==> config.mk <==
export PLATFORM = sky130hd
export DESIGN_NAME = move_return_instr_exec
export DESIGN_NICKNAME = d
export VERILOG_FILES = /design/src/logic/mrx_pkg.sv /design/src/logic/move_return_instr_exec.sv
export SDC_FILE = /design/constraint.sdc
export NUM_CORES = 1
export LEC_CHECK = 0
export BUFFER_PORTS_ARGS = -buffer_cell sky130_fd_sc_hd__buf_2
export CAP_MARGIN = 20
export CORE_MARGIN = 5
export CORE_UTILIZATION = 49
export CTS_CLUSTER_SIZE = 20
export DETAILED_ROUTE_END_ITERATION = 10
export HOLD_SLACK_MARGIN = 0.03
export PLACE_DENSITY = 0.79
export SYNTH_ARGS = -nofsm -noshare
export SYNTH_HDL_FRONTEND = slang
export SYNTH_SLANG_ARGS = --single-unit
==> constraint.sdc <==
create_clock -name mclk -period 2.4 [get_ports mclk]
set_input_delay 0.24 -clock mclk [delete_from_list [all_inputs] [get_ports mclk]]
set_output_delay 0.24 -clock mclk [all_outputs]
set_load 0.05 [all_outputs]
==> src/logic/mrx_pkg.sv <==
package mrx_pkg;
  localparam int INSTR_W = 14;
  localparam int DATA_W = 8;
  localparam int FADDR_W = 7;
  localparam int PC_W = 13;
  // Opcode patterns of the handled group
  localparam logic [13:0] OP_IDLE = 14'h0000;
  localparam logic [13:0] OP_RETURN = 14'h0008;
  localparam logic [13:0] OP_RETFI = 14'h0009;
  localparam logic [6:0] OP_STORE_HI = 7'h01;
  localparam logic [3:0] OP_LOADLIT_HI = 4'hc;
  localparam logic [3:0] OP_RETLIT_HI = 4'hd;
  localparam int IRQ_EN_BIT = 7;
  localparam logic [7:0] ACC_RST = 8'h00;
  localparam logic [12:0] PC_RST = 13'h0000;
  localparam logic [7:0] IRQCTL_RST = 8'h00;
  typedef enum logic [1:0] {
    ST_EXEC = 2'b01,
    ST_FLUSH = 2'b10
  } exec_state_t;
endpackage

==> src/logic/move_return_instr_exec.sv <==
`timescale 1ns/1ps
`default_nettype none
module move_return_instr_exec
  import mrx_pkg::*;
(
  input wire logic mclk,
  input wire logic nrst,
  input wire logic instrValid,
  input wire logic [mrx_pkg::INSTR_W-1:0] instr,
  input wire logic [mrx_pkg::PC_W-1:0] stackTopEntry,
  output logic instrReady,
  output logic stackPop,
  output logic fileWrite,
  output logic [mrx_pkg::FADDR_W-1:0] fileAddr,
  output logic [mrx_pkg::DATA_W-1:0] fileData,
  output logic [mrx_pkg::DATA_W-1:0] acc,
  output logic [mrx_pkg::PC_W-1:0] pc,
  output logic [mrx_pkg::DATA_W-1:0] irqControlRegister,
  output logic globalIrqEnable,
  output logic illegalInstr
);
  import mrx_pkg::*;

  exec_state_t state_r, state_nxt;
  logic [DATA_W-1:0] acc_r, acc_nxt;
  logic [PC_W-1:0] pc_r, pc_nxt;
  logic [DATA_W-1:0] irqCtl_r, irqCtl_nxt;
  logic pop_r, pop_nxt;
  logic fWr_r, fWr_nxt;
  logic [FADDR_W-1:0] fAddr_r, fAddr_nxt;
  logic [DATA_W-1:0] fData_r, fData_nxt;
  logic ill_r, ill_nxt;
  logic ready_r, ready_nxt;
  logic isStore, isLoadLit, isRetLit, isIdle, isRet, isRetfi;

  // Full 14-bit compare on the no-operand forms so no stray code aliases
  assign isStore = instr[13:7] == OP_STORE_HI;
  assign isLoadLit = instr[13:10] == OP_LOADLIT_HI;
  assign isRetLit = instr[13:10] == OP_RETLIT_HI;
  assign isIdle = instr == OP_IDLE;
  assign isRet = instr == OP_RETURN;
  assign isRetfi = instr == OP_RETFI;

  always_comb begin
    state_nxt = state_r;
    acc_nxt = acc_r;
    pc_nxt = pc_r;
    irqCtl_nxt = irqCtl_r;
    pop_nxt = 1'b0;
    fWr_nxt = 1'b0;
    fAddr_nxt = fAddr_r;
    fData_nxt = fData_r;
    ill_nxt = 1'b0;
    case (state_r)
      ST_EXEC: begin
        // Ready gates the take, so a word offered early after reset waits
        if (instrValid && ready_r) begin
          if (isStore) begin
            fWr_nxt = 1'b1;
            fAddr_nxt = instr[FADDR_W-1:0];
            fData_nxt = acc_r;
            pc_nxt = pc_r + 13'h0001;
          end else if (isLoadLit) begin
            // Bits 9:8 ignored, so zero-filled code decodes too
            acc_nxt = instr[DATA_W-1:0];
            pc_nxt = pc_r + 13'h0001;
          end else if (isRetLit) begin
            acc_nxt = instr[DATA_W-1:0];
            pc_nxt = stackTopEntry;
            pop_nxt = 1'b1;
            state_nxt = ST_FLUSH;
          end else if (isRetfi) begin
            pc_nxt = stackTopEntry;
            pop_nxt = 1'b1;
            irqCtl_nxt[IRQ_EN_BIT] = 1'b1;
            state_nxt = ST_FLUSH;
          end else if (isRet) begin
            pc_nxt = stackTopEntry;
            pop_nxt = 1'b1;
            state_nxt = ST_FLUSH;
          end else if (isIdle) begin
            pc_nxt = pc_r + 13'h0001;
          end else begin
            // Outside this group: flagged, pc held for the owning unit
            ill_nxt = 1'b1;
          end
        end
      end
      // Second cycle of a return discards the prefetched word
      ST_FLUSH: state_nxt = ST_EXEC;
      default: state_nxt = ST_EXEC;
    endcase
    // Registered ready: low for the flush cycle that follows a return
    ready_nxt = (state_nxt == ST_EXEC);
  end

  always_ff @(posedge mclk or negedge nrst) begin
    if (!nrst) begin
      state_r <= ST_EXEC;
      acc_r <= ACC_RST;
      pc_r <= PC_RST;
      irqCtl_r <= IRQCTL_RST;
      pop_r <= 1'b0;
      fWr_r <= 1'b0;
      fAddr_r <= '0;
      fData_r <= '0;
      ill_r <= 1'b0;
      ready_r <= 1'b0;
    end else begin
      state_r <= state_nxt;
      acc_r <= acc_nxt;
      pc_r <= pc_nxt;
      irqCtl_r <= irqCtl_nxt;
      pop_r <= pop_nxt;
      fWr_r <= fWr_nxt;
      fAddr_r <= fAddr_nxt;
      fData_r <= fData_nxt;
      ill_r <= ill_nxt;
      ready_r <= ready_nxt;
    end
  end

  assign instrReady = ready_r;
  assign stackPop = pop_r;
  assign fileWrite = fWr_r;
  assign fileAddr = fAddr_r;
  assign fileData = fData_r;
  assign acc = acc_r;
  assign pc = pc_r;
  assign irqControlRegister = irqCtl_r;
  assign globalIrqEnable = irqCtl_r[IRQ_EN_BIT];
  assign illegalInstr = ill_r;

  // A return spends one more cycle with ready low; that word is dropped
  wire take = instrValid && ready_r && state_r == ST_EXEC;
endmodule
`default_nettype wire

==> out/metrics.cfg <==
[synthesis]
netlist_top_cells_count = sky130_fd_sc_hd__dfrtp_1 (42), sky130_fd_sc_hd__mux2_2 (24), sky130_fd_sc_hd__nand2_1 (11)
ys_ff_latch = 43
yosysMostFrequentCell = sky130_fd_sc_hd__dfrtp_1
yosys_warn_count = 0
synth_enable_flop_cells = 0
syn_inst = 188
post_synth_top_area_cell = sky130_fd_sc_hd__dfrtp_1
syn_avg_cell_area_um2 = 11.7
synth.distinct_cells = 52
leading_register_cell_type_out_of_synthesis = sky130_fd_sc_hd__dfrtp_1
netlist_top_cells_area = sky130_fd_sc_hd__dfrtp_1 (48%), sky130_fd_sc_hd__mux2_2 (12%), sky130_fd_sc_hd__buf_4 (2.7%)
syn_area_um2 = 2210
synth_top_area_share = 0.476
async_flop_share = 1.00
seq_total_area_yosys = 0.488

[setup_path]
regToRegSetupSlack_ps = 590
cp_max_fo = 9
slowest_stage = sky130_fd_sc_hd__nor3_2
r2r.worst_path.cells = 6
sequence_of_cells_on_the_critical_path = buf_2, nor3_2, nand4_4, nand2_1, mux2_2, mux2_1
r2r-start = pc[0]$_DFFE_PN0P_
crit_path_max_incr_delay_ps = 460
crit_path_end_kind = register
worstPathArrival_ps = 2000
timing.setup.critical_path_class = in2reg
critical-path-top-delay-family = simple AND/OR/NAND/NOR gates
cp.required_ps = 2570
worstPathBufferInverterCount = 1
rr_endpoint = pc[8]$_DFFE_PN0P_
crit_path_start_kind = input pin

[pwr]
power_frac_comb = 0.353
power_switching_share = 0.413
vdd_drop_max_v = 0.000495
switchingPower_mw = 0.919
power.leakage_nw = 1.32
p_clk_frac = 0.228
seq_power_share = 0.419
post-layout-total-power_mw = 2.22
pwr_density_cell_nw_per_um2 = 833
cellInternalPower_mw = 1.31

[placement]
place.detailed.hpwl_mm = 3.80
io_buffers = 71
postPlaceCellArea_um2 = 2570
inst_count_dp = 306
globalplace.congestion = 0.835

[sta]
fin_crit_sh = 0.766
skew_ps = 12.3
finalSetupTns_ps = 0
worst_slew_pin_slew_ps = 950
worst_slew_slack_as_a_fraction_of_its_limit = 0.367
rsz0062_at_grt = no
finalCriticalPeriod_ps = 1840
timing_hold_violations_final = 0
timing.fmax_mhz = 544
maxSlewViolCount = 0
setup_violations_final = 0

[flow_run]
max_cap_viols = 0

[floorplanning]
ios = 79
die_area_um2 = 5950
start_util = 0.507
core_area_um2 = 4350
vertical_die_dimension_um = 77.1
number_of_rows_in_the_core_area = 24
floorplan.die.width_um = 77.1

[global_routing]
groute.usage.overall = 0.170
antenna_violations_before_repair = 0
maximum_number_of_pins_on_one_net_before_global_route_repair = 44
gr-total-overflow = 0
grt_pass1_wl_mm = 8.40
first_global_vias = 1722

[finish]
post_layout_nonfiller_instances = 314
final_layout_size_suffix_gt1_frac = 0.462
n_antenna_cell = 0
finish.instance_area_um2 = 2670
area_delta_synth_final_pct = 21.0
finish.net_count = 292

[clocking]
postCtsResizedCells = 0
postCtsSetupRepairBufs = 0
number_of_buffers_inserted_during_clock_tree_synthesis = 5
cts_tree = yes
clkLatencyLatePin_ps = 290
cts_root_buffer = sky130_fd_sc_hd__clkbuf_8
maximum_buffer_depth_of_the_clock_tree = 2
htreeDepth = 2
ctsHoldBuffers = 0
worst_setup_hold_path_clk_slew_ps = 80
clock_sink_count = 43

[drt]
average_routed_wire_per_standard_cell_um = 16.0
drt_pass1_iterations = 4
vias = 1729
drt-total-wl_mm = 5.02
detail_route.drc_violations = 0
detailedRoute.firstIterationViolations = 172
number_of_nets_with_antenna_violations_after_routing = 0
route.detailed.vias_per_inst = 5.51

[worst_hold_path]
hp-class = in2async

[outcome]
run_status = complete, no violations

[power groups by stage]
stage                     Clock, mW  Sequential, mW  Combinational (mW)
after global placement            0           0.944               0.779
after detailed placement          0           0.947               0.792
final                         0.506           0.932               0.785
after floorplan                   0            1.31               0.218
after global routing          0.552           0.953               0.824
after CTS                     0.518           0.932               0.794
[flip-flops by register name, summed over array words and instances, names as in the netlist]
register and count:
acc 8, fileAddr 7, fileData 8, fileWrite 1, illegalInstr 1, instrReady 1, irqControlRegister 1, pc 13
stackPop 1, state_r 2
[logic make-up (layout without fill, tap and decap cells)]
family | count (synthesis) | after routing | share of synthesized area
other cells | 1 | 7 | 0.00170
simple gates | 57 | 57 | 0.173
buf+inv | 22 | 90 | 0.0618
fa+ha+maj | 1 | 1 | 0.00567
compound gates | 34 | 34 | 0.119
mux | 30 | 30 | 0.150
flops | 43 | 43 | 0.488
[worst max path at each step]
stage / startpoint / to / slack (ps) / cells after the start
finish: instr[1] / pc[1]$_DFFE_PN0P_ / 560 / 6
global route: pc[0]$_DFFE_PN0P_ / pc[8]$_DFFE_PN0P_ / 390 / 6
CTS: pc[0]$_DFFE_PN0P_ / pc[8]$_DFFE_PN0P_ / 580 / 6
detailed placement: instr[1] / pc[1]$_DFFE_PN0P_ / 300 / 6
global placement: instr[1] / pc[1]$_DFFE_PN0P_ / 340 / 6
floorplan: pc[0]$_DFFE_PN0P_ / pc[8]$_DFFE_PN0P_ / 380 / 6
[placed cells by master (no fill, tap or decap), types with 3 or more instances in the layout]
| cell | instances |
|---|---|
| sky130_fd_sc_hd__dfrtp_1 | 42 |
| sky130_fd_sc_hd__buf_4 | 3 |
| sky130_fd_sc_hd__nand3_1 | 8 |
| sky130_fd_sc_hd__nor2_1 | 9 |
| sky130_fd_sc_hd__buf_2 | 71 |
| sky130_fd_sc_hd__a2bb2oi_1 | 6 |
| sky130_fd_sc_hd__clkbuf_8 | 7 |
| sky130_fd_sc_hd__conb_1 | 7 |
| sky130_fd_sc_hd__nand2_1 | 11 |
| sky130_fd_sc_hd__a21oi_1 | 7 |
| sky130_fd_sc_hd__nand4_1 | 3 |
| sky130_fd_sc_hd__mux2_2 | 24 |
| sky130_fd_sc_hd__mux2i_1 | 5 |
| sky130_fd_sc_hd__a211oi_1 | 7 |
| sky130_fd_sc_hd__nor3_1 | 5 |
| sky130_fd_sc_hd__inv_1 | 8 |
[per-stage QoR]
step                setup WS (ps)  utilization  hold WS, ps
floorplan                     376            -        -55.6
global placement              337        0.589          437
detailed placement            298        0.589          441
CTS                           577        0.613          128
global route                  386        0.613          172
finish                        562        0.613         94.5
[final cells by class]
type / count / area [um^2]
Fill cell: 371 / 1680
Sequential cell: 43 / 1080
Multi-Input combinational cell: 129 / 1020
Timing Repair Buffer: 74 / 378
Clock buffer: 7 / 96.3
Tap cell: 52 / 65.1
Inverter: 8 / 30.0
Clock inverter: 1 / 7.51
[metal layers]
layer	track usage	share of wire	up-vias
met5	0	0	-
met2	0.288	0.51	49
met1	0.219	0.42	841
met3	0.0445	0.059	4
li1	-	-	835
met4	0.0361	0.0076	0
[worst register-to-register path, cell delays in order, from the launching register on]
cell and delay [ps]:
sky130_fd_sc_hd__dfrtp_1 430, sky130_fd_sc_hd__ha_1 250, sky130_fd_sc_hd__and4_2 250, sky130_fd_sc_hd__and2_1 190
sky130_fd_sc_hd__nand3_1 90, sky130_fd_sc_hd__a211o_1 300, sky130_fd_sc_hd__a222oi_1 210
Note: power is estimated with default switching activity, not from simulation.
